**src/hdl/lsu_pkg.sv**
```systemverilog
// Shared constants, types and encodings of the load/store unit
// Functional notes
// - Offset is a 12-bit unsigned immediate or a second register, optionally shifted.
// - Direction bit one adds the offset to the base, zero subtracts it.
// - Indexing bit set applies offset before use; clear uses plain base, offset after.
// - Pre-indexed transfers write the modified base back only with write-back set.
// - Post-indexed transfers always write the modified base back.
// - Post-indexed with write-back outside user mode drives user-space access low.
// - Register offset takes the eight shift bits; register shift amounts unsupported.
// - Size bit one moves a byte, zero moves a 32-bit word.
// - Byte load picks lane by address low bits, zero-fills upper bits.
// - Byte store replicates low byte on all four lanes; memory enables one.
// - Unaligned word load rotates addressed byte to bits 0-7; stores unchanged.
// - Single transfers never alter processor status bits.
// - Counter as base gives counter bits only, eight bytes ahead.
// - Counter as offset register gives counter plus status bits.
// - Storing the counter writes counter plus status, twelve bytes ahead.
// - Loading the counter updates only counter bits, status unchanged.
// - Used address with any of bits 26-31 set suppresses transfer, address trap.
// - Single-transfer abort leaves state unchanged; block abort keeps base write-back and earlier loads; both take data abort trap.
// - Block transfer decodes 16-bit list, bit n selects register n.
// - Ascending register order, lowest register at lowest address, counter last.
// - Without write-back base stays, unless a block load reloads it.
// - Block write-back lands end of third cycle; first store starts second cycle.
// - Only first block address checked; later addresses truncated to 26 bits.
package lsu_pkg;

   localparam int ADDR_BITS = 26;
   localparam logic [4:0] BIT_I = 5'd25;
   localparam logic [4:0] BIT_P = 5'd24;
   localparam logic [4:0] BIT_U = 5'd23;
   localparam logic [4:0] BIT_B = 5'd22;
   localparam logic [4:0] BIT_W = 5'd21;
   localparam logic [4:0] BIT_L = 5'd20;
   localparam logic [4:0] BIT_CARRY = 5'd29;
   localparam logic [1:0] CLASS_SINGLE = 2'h1;
   localparam logic [2:0] CLASS_BLOCK = 3'h4;
   localparam logic [3:0] PC_INDEX = 4'hf;
   localparam logic [31:0] PC_BASE_AHEAD = 32'h8;
   localparam logic [31:0] PC_STORE_AHEAD = 32'hc;
   localparam logic [31:0] WORD_STEP = 32'h4;
   localparam logic [31:0] COUNTER_MASK = 32'h03fffffc;
   localparam logic [31:0] STATUS_MASK = 32'hfc000003;
   localparam logic [1:0] SH_LSL = 2'h0;
   localparam logic [1:0] SH_LSR = 2'h1;
   localparam logic [1:0] SH_ASR = 2'h2;
   localparam logic [1:0] SH_ROR = 2'h3;

   typedef enum logic [3:0] {
      S_IDLE = 4'h0,
      S_CALC = 4'h1,
      S_ISSUE = 4'h2,
      S_WAIT = 4'h3,
      S_WB = 4'h4,
      S_LOAD = 4'h5,
      S_BCALC = 4'h6,
      S_BISSUE = 4'h7,
      S_BWB = 4'h8,
      S_BWAIT = 4'h9
   } lsu_state_e;

   typedef enum logic [1:0] {
      ROLE_BASE = 2'h0,
      ROLE_OFFSET = 2'h1,
      ROLE_STORE = 2'h2
   } read_role_e;

   typedef struct packed {
      logic req;
      logic write;
      logic byte_sel;
      logic user_space_access_n;
      logic [ADDR_BITS-1:0] addr;
      logic [31:0] wdata;
   } mem_req_s;

   typedef struct packed {
      logic en;
      logic [3:0] addr;
      logic [31:0] data;
   } reg_write_s;

endpackage : lsu_pkg

```
**src/hdl/load_store_unit.sv**
```systemverilog
// Load/store execution unit: single-register and block transfers
`timescale 1ns/100ps
`default_nettype none
module load_store_unit
   import lsu_pkg::*;
(
   input wire logic CORE_CLK,
   input wire logic RST_N,
   input wire logic START,
   input wire logic [31:0] INSTR,
   input wire logic USER_MODE,
   input wire logic [31:0] PC_ADDR,
   input wire logic [31:0] PROCESSOR_STATUS_BITS,
   output logic BUSY,
   output logic DONE,
   output logic ADDR_EXC,
   output logic DATA_ABORT,
   output logic [3:0] RA_ADDR,
   input wire logic [31:0] RA_DATA,
   output logic [3:0] RB_ADDR,
   input wire logic [31:0] RB_DATA,
   output logic REG_WE,
   output logic [3:0] REG_WADDR,
   output logic [31:0] REG_WDATA,
   output logic PC_WE,
   output logic [31:0] PC_WDATA,
   output mem_req_s MEM,
   input wire logic MEM_ACK,
   input wire logic MEM_ABORT,
   input wire logic [31:0] MEM_RDATA
);

   // ****************************************************************
   // State
   // ****************************************************************
   lsu_state_e state, next_state;
   logic [31:0] ins, next_ins;
   logic [31:0] xfer_addr, next_xfer_addr;
   logic [31:0] wb_val, next_wb_val;
   logic [31:0] ld_data, next_ld_data;
   logic [15:0] list, next_list;
   logic [3:0] cur, next_cur;
   logic first, next_first;
   logic abort_seen, next_abort_seen;
   logic done, next_done;
   logic exc, next_exc;
   logic abt, next_abt;
   mem_req_s mem, next_mem;
   reg_write_s wr, next_wr;

   // ****************************************************************
   // Helpers
   // ****************************************************************
   // Counter reads are substituted here; register file data read at index 15 is ignored
   function automatic logic [31:0] read_reg(input logic [3:0] idx, input logic [31:0] data,
                                            input read_role_e role, input logic [31:0] pc,
                                            input logic [31:0] status);
      logic [31:0] v;
      v = data;
      if (idx == PC_INDEX) begin
         case (role)
            ROLE_BASE: v = (pc + PC_BASE_AHEAD) & COUNTER_MASK;
            ROLE_OFFSET: v = ((pc + PC_BASE_AHEAD) & COUNTER_MASK)
                             | (status & STATUS_MASK);
            default: v = ((pc + PC_STORE_AHEAD) & COUNTER_MASK) | (status & STATUS_MASK);
         endcase
      end
      return v;
   endfunction : read_reg

   // Bit 0 of the control field is ignored: register shift amounts do not exist here
   function automatic logic [31:0] shift_off(input logic [31:0] val, input logic [7:0] ctl,
                                             input logic carry);
      logic [4:0] amt;
      logic [31:0] r;
      amt = ctl[7:3];
      case (ctl[2:1])
         SH_LSL: r = val << amt;
         SH_LSR: r = (amt == 5'h0) ? 32'h0 : (val >> amt);
         SH_ASR: r = (amt == 5'h0) ? {32{val[31]}} : 32'($signed(val) >>> amt);
         default: r = (amt == 5'h0) ? {carry, val[31:1]}
                                    : ((val >> amt) | (val << (6'h20 - {1'b0, amt})));
      endcase
      return r;
   endfunction : shift_off

   // ****************************************************************
   // Register-list decode
   // ****************************************************************
   logic [3:0] low_reg;
   logic [4:0] reg_count;
   always_comb begin
      low_reg = 4'h0;
      reg_count = 5'h0;
      for (int i = 15; i >= 0; i--) begin
         if (list[i]) begin
            low_reg = 4'(i);
         end
         reg_count = reg_count + {4'h0, ins[i]};
      end
   end

   // ****************************************************************
   // Decoded fields and combinational values
   // ****************************************************************
   logic f_p, f_u, f_b, f_w, f_l;
   logic [3:0] f_base, f_rd;
   logic [31:0] base, off, modified, addr, sval, span, lane;
   assign f_p = ins[BIT_P];
   assign f_u = ins[BIT_U];
   assign f_b = ins[BIT_B];
   assign f_w = ins[BIT_W];
   assign f_l = ins[BIT_L];
   assign f_base = ins[19:16];
   assign f_rd = ins[15:12];

   always_comb begin
      base = read_reg(f_base, RA_DATA, ROLE_BASE, PC_ADDR, PROCESSOR_STATUS_BITS);
      if (ins[BIT_I]) begin
         off = shift_off(read_reg(ins[3:0], RB_DATA, ROLE_OFFSET, PC_ADDR, PROCESSOR_STATUS_BITS),
                         ins[11:4], PROCESSOR_STATUS_BITS[BIT_CARRY]);
      end else begin
         off = {20'h0, ins[11:0]};
      end
      modified = f_u ? (base + off) : (base - off);
      addr = f_p ? modified : base;
      sval = read_reg(RB_ADDR, RB_DATA, ROLE_STORE, PC_ADDR, PROCESSOR_STATUS_BITS);
      span = {25'h0, reg_count, 2'h0};
      // Doubled word turns the right shift into a rotation by the low address bits
      lane = 32'({ld_data, ld_data} >> {xfer_addr[1:0], 3'h0});
      if (f_b) begin
         lane = {24'h0, lane[7:0]};
      end
   end

   assign RA_ADDR = f_base;
   assign RB_ADDR = (state == S_CALC) ? ins[3:0] : ((state == S_BISSUE) ? low_reg : f_rd);

   // ****************************************************************
   // Next-state logic
   // ****************************************************************
   always_comb begin
      next_state = state;
      next_ins = ins;
      next_xfer_addr = xfer_addr;
      next_wb_val = wb_val;
      next_ld_data = ld_data;
      next_list = list;
      next_cur = cur;
      next_first = first;
      next_abort_seen = abort_seen;
      next_done = 1'b0;
      next_exc = 1'b0;
      next_abt = 1'b0;
      next_mem = mem;
      next_wr = '0;
      case (state)
         S_IDLE: begin
            if (START) begin
               next_ins = INSTR;
               next_list = INSTR[15:0];
               if (INSTR[27:26] == CLASS_SINGLE) begin
                  next_state = S_CALC;
               end else if (INSTR[27:25] == CLASS_BLOCK) begin
                  next_state = S_BCALC;
               end else begin
                  next_done = 1'b1;
               end
            end
         end
         S_CALC: begin
            next_xfer_addr = addr;
            next_wb_val = modified;
            if (|addr[31:ADDR_BITS]) begin
               next_exc = 1'b1;
               next_done = 1'b1;
               next_state = S_IDLE;
            end else begin
               next_state = S_ISSUE;
            end
         end
         S_ISSUE: begin
            next_mem.req = 1'b1;
            next_mem.write = ~f_l;
            next_mem.byte_sel = f_b;
            next_mem.user_space_access_n = ~(USER_MODE | (~f_p & f_w));
            next_mem.addr = xfer_addr[ADDR_BITS-1:0];
            next_mem.wdata = f_b ? {4{sval[7:0]}} : sval;
            next_state = S_WAIT;
         end
         S_WAIT: begin
            if (MEM_ACK) begin
               next_mem.req = 1'b0;
               next_mem.user_space_access_n = 1'b1;
               next_ld_data = MEM_RDATA;
               if (MEM_ABORT) begin
                  next_abt = 1'b1;
                  next_done = 1'b1;
                  next_state = S_IDLE;
               end else begin
                  next_state = S_WB;
               end
            end
         end
         S_WB: begin
            if (~f_p | f_w) begin
               next_wr = '{en: 1'b1, addr: f_base, data: wb_val};
            end
            if (f_l) begin
               next_state = S_LOAD;
            end else begin
               next_done = 1'b1;
               next_state = S_IDLE;
            end
         end
         S_LOAD: begin
            // Load follows write-back so a loaded base wins
            next_wr = '{en: 1'b1, addr: f_rd, data: lane};
            next_done = 1'b1;
            next_state = S_IDLE;
         end
         S_BCALC: begin
            next_first = 1'b1;
            next_abort_seen = 1'b0;
            if (f_u) begin
               next_xfer_addr = f_p ? (base + WORD_STEP) : base;
               next_wb_val = base + span;
            end else begin
               next_xfer_addr = f_p ? (base - span) : (base - span + WORD_STEP);
               next_wb_val = base - span;
            end
            if (list == 16'h0) begin
               next_done = 1'b1;
               next_state = S_IDLE;
            end else if (|next_xfer_addr[31:ADDR_BITS]) begin
               next_exc = 1'b1;
               next_done = 1'b1;
               next_state = S_IDLE;
            end else begin
               next_state = S_BISSUE;
            end
         end
         S_BISSUE: begin
            next_mem.req = 1'b1;
            next_mem.write = ~f_l;
            next_mem.byte_sel = 1'b0;
            next_mem.user_space_access_n = ~USER_MODE;
            next_mem.addr = xfer_addr[ADDR_BITS-1:0];
            next_mem.wdata = sval;
            next_cur = low_reg;
            next_list = list & ~(16'h1 << low_reg);
            next_xfer_addr = xfer_addr + WORD_STEP;
            next_first = 1'b0;
            next_state = (first & f_w & (f_base != PC_INDEX)) ? S_BWB : S_BWAIT;
         end
         S_BWB: begin
            // First store data is already captured, so the base stored first is the old one
            next_wr = '{en: 1'b1, addr: f_base, data: wb_val};
            next_state = S_BWAIT;
         end
         S_BWAIT: begin
            if (MEM_ACK) begin
               next_mem.req = 1'b0;
               next_mem.user_space_access_n = 1'b1;
               if (MEM_ABORT) begin
                  next_abort_seen = 1'b1;
               end else if (f_l & ~abort_seen) begin
                  next_wr = '{en: 1'b1, addr: cur, data: MEM_RDATA};
               end
               if (list == 16'h0) begin
                  next_abt = abort_seen | MEM_ABORT;
                  next_done = 1'b1;
                  next_state = S_IDLE;
               end else begin
                  next_state = S_BISSUE;
               end
            end
         end
         default: next_state = S_IDLE;
      endcase
   end

   // ****************************************************************
   // Registers
   // ****************************************************************
   always_ff @(posedge CORE_CLK) begin
      if (!RST_N) begin
         state <= S_IDLE;
         ins <= 32'h0;
         xfer_addr <= 32'h0;
         wb_val <= 32'h0;
         ld_data <= 32'h0;
         list <= 16'h0;
         cur <= 4'h0;
         first <= 1'b0;
         abort_seen <= 1'b0;
         done <= 1'b0;
         exc <= 1'b0;
         abt <= 1'b0;
         mem <= '{req: 1'b0, write: 1'b0, byte_sel: 1'b0, user_space_access_n: 1'b1,
                  addr: '0, wdata: 32'h0};
         wr <= '0;
      end else begin
         state <= next_state;
         ins <= next_ins;
         xfer_addr <= next_xfer_addr;
         wb_val <= next_wb_val;
         ld_data <= next_ld_data;
         list <= next_list;
         cur <= next_cur;
         first <= next_first;
         abort_seen <= next_abort_seen;
         done <= next_done;
         exc <= next_exc;
         abt <= next_abt;
         mem <= next_mem;
         wr <= next_wr;
      end
   end

   // ****************************************************************
   // Outputs
   // ****************************************************************
   // Counter writes are masked so status bits can never change
   assign REG_WE = wr.en & (wr.addr != PC_INDEX);
   assign REG_WADDR = wr.addr;
   assign REG_WDATA = wr.data;
   assign PC_WE = wr.en & (wr.addr == PC_INDEX);
   assign PC_WDATA = wr.data & COUNTER_MASK;
   assign MEM = mem;
   assign BUSY = (state != S_IDLE);
   assign DONE = done;
   assign ADDR_EXC = exc;
   assign DATA_ABORT = abt;

endmodule : load_store_unit
`default_nettype wire

```
**config.mk**
```make
export PLATFORM = sky130hd
export DESIGN_NAME = load_store_unit
export DESIGN_NICKNAME = d
export VERILOG_FILES = /design/src/hdl/lsu_pkg.sv /design/src/hdl/load_store_unit.sv
export SDC_FILE = /design/constraint.sdc
export NUM_CORES = 2
export LEC_CHECK = 0
export ABC_AREA = 1
export BUFFER_PORTS_ARGS = -buffer_cell sky130_fd_sc_hd__buf_2
export CORE_MARGIN = 2
export CORE_UTILIZATION = 40
export DETAILED_ROUTE_END_ITERATION = 6
export PLACE_DENSITY = 0.73
export SYNTH_ARGS = -nofsm -noshare
export SYNTH_HDL_FRONTEND = slang
export SYNTH_SLANG_ARGS = --single-unit
```
**constraint.sdc**
```tcl
create_clock -name CORE_CLK -period 6.5 [get_ports CORE_CLK]
set_clock_uncertainty 0.05 [all_clocks]
set_input_delay 0.65 -clock CORE_CLK [delete_from_list [all_inputs] [get_ports CORE_CLK]]
set_output_delay 0.65 -clock CORE_CLK [all_outputs]
set_load 0.01 [all_outputs]
```
== After elaboration in Yosys (flattened, before gate mapping) ==
Cells that the tools add are included.

* Output and inout bits: 144
* Word-level logic and storage cells: 205
* Register bits after elaboration: 250
* Bits of input ports: 198

* Multiplexer cells: 85
* Reductions and logical operators: 24
* Shift-type cells: 6
* Add/subtract/negate cells: 25
* Equality and inequality tests: 25
* Bitwise logic cells: 19

{| class="wikitable"
|+ Operators with widths
! kind !! count
|-
| $mux 32 || 17
|-
| $pmux 32 s3 || 2
|-
| $mux 37 || 4
|-
| $pmux 37 s4 || 1
|-
| $pmux 58 s2 || 1
|-
| $add 32x3->32 const B || 3
|-
| $mux 4 || 24
|-
| $or 26x32->32 || 2
|-
| $pmux 32 s2 || 1
|-
| $shr 64x5->32 || 1
|-
| $add 5x1->5 || 11
|-
| $add 26x4->26 const B || 2
|-
| $pmux 4 s9 || 1
|-
| $add 32x32->32 || 1
|-
| $add 32x7->32 || 1
|-
| $or 32x32->32 || 1
|-
| $pmux 16 s2 || 1
|-
| $shl 32x5->32 || 1
|-
| $shl 32x6->32 || 1
|-
| $shr 32x5->32 || 1
|-
| $sshr 32x5->32 || 1
|-
| $sub 32x32->32 || 1
|-
| $sub 32x7->32 || 1
|-
| $eq 4x4->1 const B || 6
|-
| other kinds (41) || 98
|}

== Logic depth before layout (Yosys ltp) ==
* Depth after elaboration: 24
* Mapped depth: 54
* Depth with buffers taken out: 54

== Worst setup path after synthesis ==
Ideal clock, no wire load.

* Path type: reg-to-reg
* Start point: register ins[9]
* End point: register state[1]
* Buffers on the path: 3
* Data arrival time: 6635 ps
* Required time: 6319 ps
* Library setup time: 131 ps
* Period minus slack after synthesis: 6816 ps
* Cell stages (with the launch flop): 37
* Slack: -316 ps
* Cells stage by stage: dfxtp_1 > inv_1 > clkbuf_1 > buf_1 > clkbuf_1 > fa_1 > fa_1 > fa_1 > fa_1 > inv_1 > ha_1 > fa_1 > fa_1 > nand2_1 > inv_1 > nor2_1 > inv_1 > nor4_1 > inv_1 > nor3_1 > nand2_1 > nor2_1 > nand2_1 > nor2_1 > nand4_4 > nor2_4 > nand2_2 > o21ai_0 > nand2_1 > nand3_1 > nand2_1 > nand4_2 > nand3_2 > nor2_1 > nand2_1 > nand2_1 > a21oi_2

* Word-level cells in the longest chain between the ends: 19
* Elaborated cells on any way between the ends: 37
* Those cells by class: add/sub (15); shift (4); mux (14); bitwise (1); reduce/logical (3)

{| class="wikitable"
|+ Ends and longest elaborated chain
! item !! line !! RTL
|-
| from (decl) || load_store_unit.sv:37 || <nowiki>logic [31:0] ins, next_ins;</nowiki>
|-
| from (signal assigned) || load_store_unit.sv:305 || <nowiki>ins <= next_ins;</nowiki>
|-
| $add 5x1->5 (10 in series) || load_store_unit.sv:99 || <nowiki>reg_count = reg_count + {4'h0, ins[i]};</nowiki>
|-
| $sub 32x7->32 || load_store_unit.sv:229 || <nowiki>next_xfer_addr = f_p ? (base - span) : (base - span + WORD_STEP);</nowiki>
|-
| $add 32x3->32 || load_store_unit.sv:229 ||
|-
| $mux 32 || load_store_unit.sv:229 ||
|-
| $mux 32 || load_store_unit.sv:225 || <nowiki>if (f_u) begin</nowiki>
|-
| $mux 32 || load_store_unit.sv:157 || <nowiki>case (state)</nowiki>
|-
| $reduce_or 6->1 || load_store_unit.sv:235 || <nowiki>end else if (|next_xfer_addr[31:ADDR_BITS]) begin</nowiki>
|-
| $mux 3 || load_store_unit.sv:235 ||
|-
| $mux 4 || load_store_unit.sv:232 || <nowiki>if (list == 16'h0) begin</nowiki>
|-
| $pmux 4 s9 (*) || load_store_unit.sv:157 ||
|-
| to (signal assigned) || load_store_unit.sv:304 || <nowiki>state <= next_state;</nowiki>
|-
| to (decl) || load_store_unit.sv:36 || <nowiki>lsu_state_e state, next_state;</nowiki>
|}

Every way passes the cells marked *; elsewhere a longest branch is shown, timed or not. The select of a mux whose other input is x is not followed.
A chain may end at the register's enable or synchronous reset.

== Worst setup path after layout ==
* Start point: register ins[0]
* End point: register xfer_addr[25]

* Word-level cells in the longest chain between the ends: 12
* Elaborated cells on any way between the ends: 24
* Those cells by class: add/sub (5); eq/ne (1); shift (4); mux (13); bitwise (1)

{| class="wikitable"
|+ Ends and longest elaborated chain
! item !! line !! RTL
|-
| $eq 4x4->1 || load_store_unit.sv:60 || <nowiki>if (idx == PC_INDEX) begin</nowiki>
|-
| $mux 32 || load_store_unit.sv:60 ||
|-
| $mux 32 || load_store_unit.sv:119 || <nowiki>if (ins[BIT_I]) begin</nowiki>
|-
| $shl 32x6->32 or $shr 32x5->32 (tied branches) || load_store_unit.sv:82, load_store_unit.sv:79 ||
|-
| $or 32x32->32 || load_store_unit.sv:82 || <nowiki>: ((val >> amt) | (val << (6'h20 - {1'b0, amt})));</nowiki>
|-
| $mux 32 || load_store_unit.sv:81 || <nowiki>default: r = (amt == 5'h0) ? {carry, val[31:1]}</nowiki>
|-
| $pmux 32 s3 || load_store_unit.sv:77 || <nowiki>case (ctl[2:1])</nowiki>
|-
| $mux 32 || load_store_unit.sv:119 ||
|-
| $sub 32x32->32 or $add 32x32->32 (tied branches) || load_store_unit.sv:125 || <nowiki>modified = f_u ? (base + off) : (base - off);</nowiki>
|-
| $mux 32 || load_store_unit.sv:125 ||
|-
| $mux 32 || load_store_unit.sv:126 || <nowiki>addr = f_p ? modified : base;</nowiki>
|-
| $pmux 32 s3 (*) || load_store_unit.sv:157 ||
|-
| to (signal assigned) || load_store_unit.sv:306 || <nowiki>xfer_addr <= next_xfer_addr;</nowiki>
|-
| to (decl) || load_store_unit.sv:38 || <nowiki>logic [31:0] xfer_addr, next_xfer_addr;</nowiki>
|}

Marked as above.

==> flow_summary.toml <==
[outcome]
outcome = "finished with violations"
violations = "negative setup slack"

[grt]
grt_pass1_wl_mm = 191.4
track_usage = 0.3637
antenna_found_initial = 4
grt_start_max_net_pins = 75
grt_pass1_vias = 32220
grt_overflow = 0

[floorplan]
die_w_um = 261.3
rows = 94
start_util = 0.4034
coreArea_mm2 = 0.06563
die_area_mm2 = 0.06825
die_h_um = 261.3
ioPinCount = 342

[yosys]
yosysWarnings = 0
synth_top_area_frac = 0.1845
synth_flop_cell = "dfxtp_1"
yosysTopAreaCell = "dfxtp_1"
synth_edf_count = 0
async_flop_share = 0
synth_area_leaders = "dfxtp_1 (18%), nand2_1 (18%), nand3_1 (11%), o21ai_0 (7.0%), a21oi_1 (6.7%)"
postSynthCellCount = 4646
yosysUniqueCellTypes = 68
synth_seq_area_share = 0.1845
syn_area_per_cell_um2 = 5.698
ys_ff_latch = 244
syn-cell-area_mm2 = 0.02647

[place]
dp_cells = 6175
numPortBuffers = 297
place_congestion = 1.059
dp_hpwl_mm = 101.3

[setup_path]
crit_end = "xfer_addr[25]"
max_stage_delay_ns = 0.53
cp-start-kind = "flip-flop"
required_ns = 6.95
arrival_ns = 6.97
rrSetupSlack_ns = -0.02
reg2reg_from = "ins[0]"
path_max_fanout = 5
cp-startpoint = "ins[0]"
crit_path_top_delay_cell = "fa_1"
critPathKind = "reg -> reg"
worstSetupEndpointType = "flip-flop"
r2r_end = "xfer_addr[25]"
reg2regPathDepth = 33

[sta]
setup_viol = 3
worst_pin_slew_ns = 1.177
hold_viol = 0
timing.fmax_ghz = 0.1533
maxSlewViolCount = 0
rsz0062_at_grt = "yes"
slew_headroom = 0.2153
fin_ws_ns = -0.02329
post-route-min-period_ns = 6.523
finalCritPeriodShare = 1.004

[clock_tree]
cts.sinks = 244
clkTransAtPathRegs_ns = 0.06
cts_hold_buf = 0
clk_path_buf_depth = 3
cts_buffers = 28
cts_root_buf = "clkbuf_16"
insertion_delay_ns = 0.62
tritoncts = "yes"
htree_num_levels = 1

[routing]
top_layer = "met5"
wl_mm = 129.7
vias_per_cell = 5.669
first_iter_violations = 4362
ant_nets = 0
first_pass_iters = 7
wl_met2_mm = 57.08
vias = 35476
wl_per_cell_um = 20.73
wl_met1_mm = 51.29
drc = 0
wl_met3_mm = 11.25

[final_layout]
layout_common_cells = "nand2_1 (1199), buf_4 (681), nand3_1 (566)"
instances_no_fill = 6258
drive_gt1_frac = 0.2504
layout_commonest_cell = "nand2_1"
area_growth_pct = 31.53
fin_nets = 5639
fill_cells = 6756
post-route-util = 0.5305

[power_and_ir_drop]
powerDensity_mw_per_mm2 = 366.3
ir_drop_mv = 0.3195
p_leak_uw = 0.01691

[run]
drv_cap = 0

[min_path]
hp-class = "in -> reg"
[cell usage after synthesis (20+ instances only)]
cell type and count:
buf_4 78, a221oi_1 30, nand2_1 1239, inv_1 460, xor2_1 71, buf_1 46, nand4_1 44, xnor2_1 33
nor3_1 41, nor2_2 20, nor2_1 402, a21oi_1 352, nand3_1 596, clkbuf_1 162, o211ai_1 77, dfxtp_1 244
o21ai_0 371, ha_1 56, a31oi_1 26
[critical path: cells and delay by family (launching register included)]
| family | cells | cell delay, ns |
|---|---|---|
| xor gates and xnor gates | 1 | 0.21 |
| adders and majority gates | 7 | 2.76 |
| AOI/OAI and AO/OA | 3 | 0.73 |
| and+or+nand+nor | 13 | 1.46 |
| DFF | 1 | 0.35 |
| buffers and inverters | 9 | 0.88 |
[layer usage]
| metal | vias up | global-route usage |
|---|---|---|
| met5 | - | 0 |
| met4 | 4 | 0.2423 |
| met3 | 426 | 0.04897 |
| met2 | 1905 | 0.5741 |
| met1 | 16316 | 0.4633 |
| li1 | 16825 | - |
[flip-flops by register name (all words and copies together) (netlist names), 4 cells and up]
| signal | cells |
|---|---|
| xfer_addr | 26 |
| ins | 26 |
| list | 16 |
| state | 4 |
| MEM | 62 |
| ld_data | 32 |
| REG_WDATA | 32 |
| cur | 4 |
| REG_WADDR | 4 |
| wb_val | 32 |
[power breakdown]
part	switching, µW	total [µW]	internal, µW
combinational	5380	9000	3620
clock	715	1810	1100
sequential	201	1940	1740
[repair_timing]
action,CTS,global route
endpoints found under the hold margin,0,0
buffers inserted,7,23
setup endpoints to repair,26,33
gates resized for setup,66,169
gates cloned,0,1
pin swaps,33,50
[cells by family after synthesis]
group,Yosys count,share of synthesized area
compound gates,987,0.2149
flops,244,0.1845
simple gates,2445,0.4029
fa+ha+maj,69,0.03630
buf+inv,794,0.1251
xor+xnor,106,0.03606
other cells,1,0.0001417
[worst min path at each step]
stage	to	cells after the start	slack [ns]	from
6_report	ins[21]	3	0.22	INSTR[21]
3_3_place_gp	first	2	0.39	first
2_1_floorplan	MEM[60]	1	0.37	ins[20]
5_1_grt	ld_data[16]	3	0.24	MEM_RDATA[16]
4_1_cts	ins[21]	3	0.22	INSTR[21]
3_5_place_dp	first	2	0.39	first
[area by class of cell]
cell class                      instances  area, µm²  share of cell area
Clock inverter                         14      254.0            0.007295
Clock buffer                           36      790.8             0.02271
Multi-Input combinational cell       3615      19070              0.5476
Inverter                              489       1848             0.05308
Antenna cell                            2      5.005           0.0001437
Timing Repair Buffer                  994       6878              0.1975
Tap cell                              864       1081             0.03105
Sequential cell                       244       4895              0.1406
[through the flow]
step | setup WS (ns) | setup TNS (ns) | power (µW) | instance area, µm² | hold WS [ns]
4_1_cts | -0.009527 | -0.009527 | 12220 | 34060 | 0.2239
6_report | -0.02329 | -0.04859 | 12750 | 34820 | 0.2233
3_3_place_gp | -0.5879 | -5.487 | 10160 | 32730 | 0.3872
2_1_floorplan | 0.009236 | 0 | 6541 | 26510 | 0.3723
3_5_place_dp | -0.7409 | -10.41 | 10230 | 32730 | 0.3893
5_1_grt | -0.3611 | -2.737 | 13560 | 34820 | 0.2444
Power figures use the tool's default switching activity.
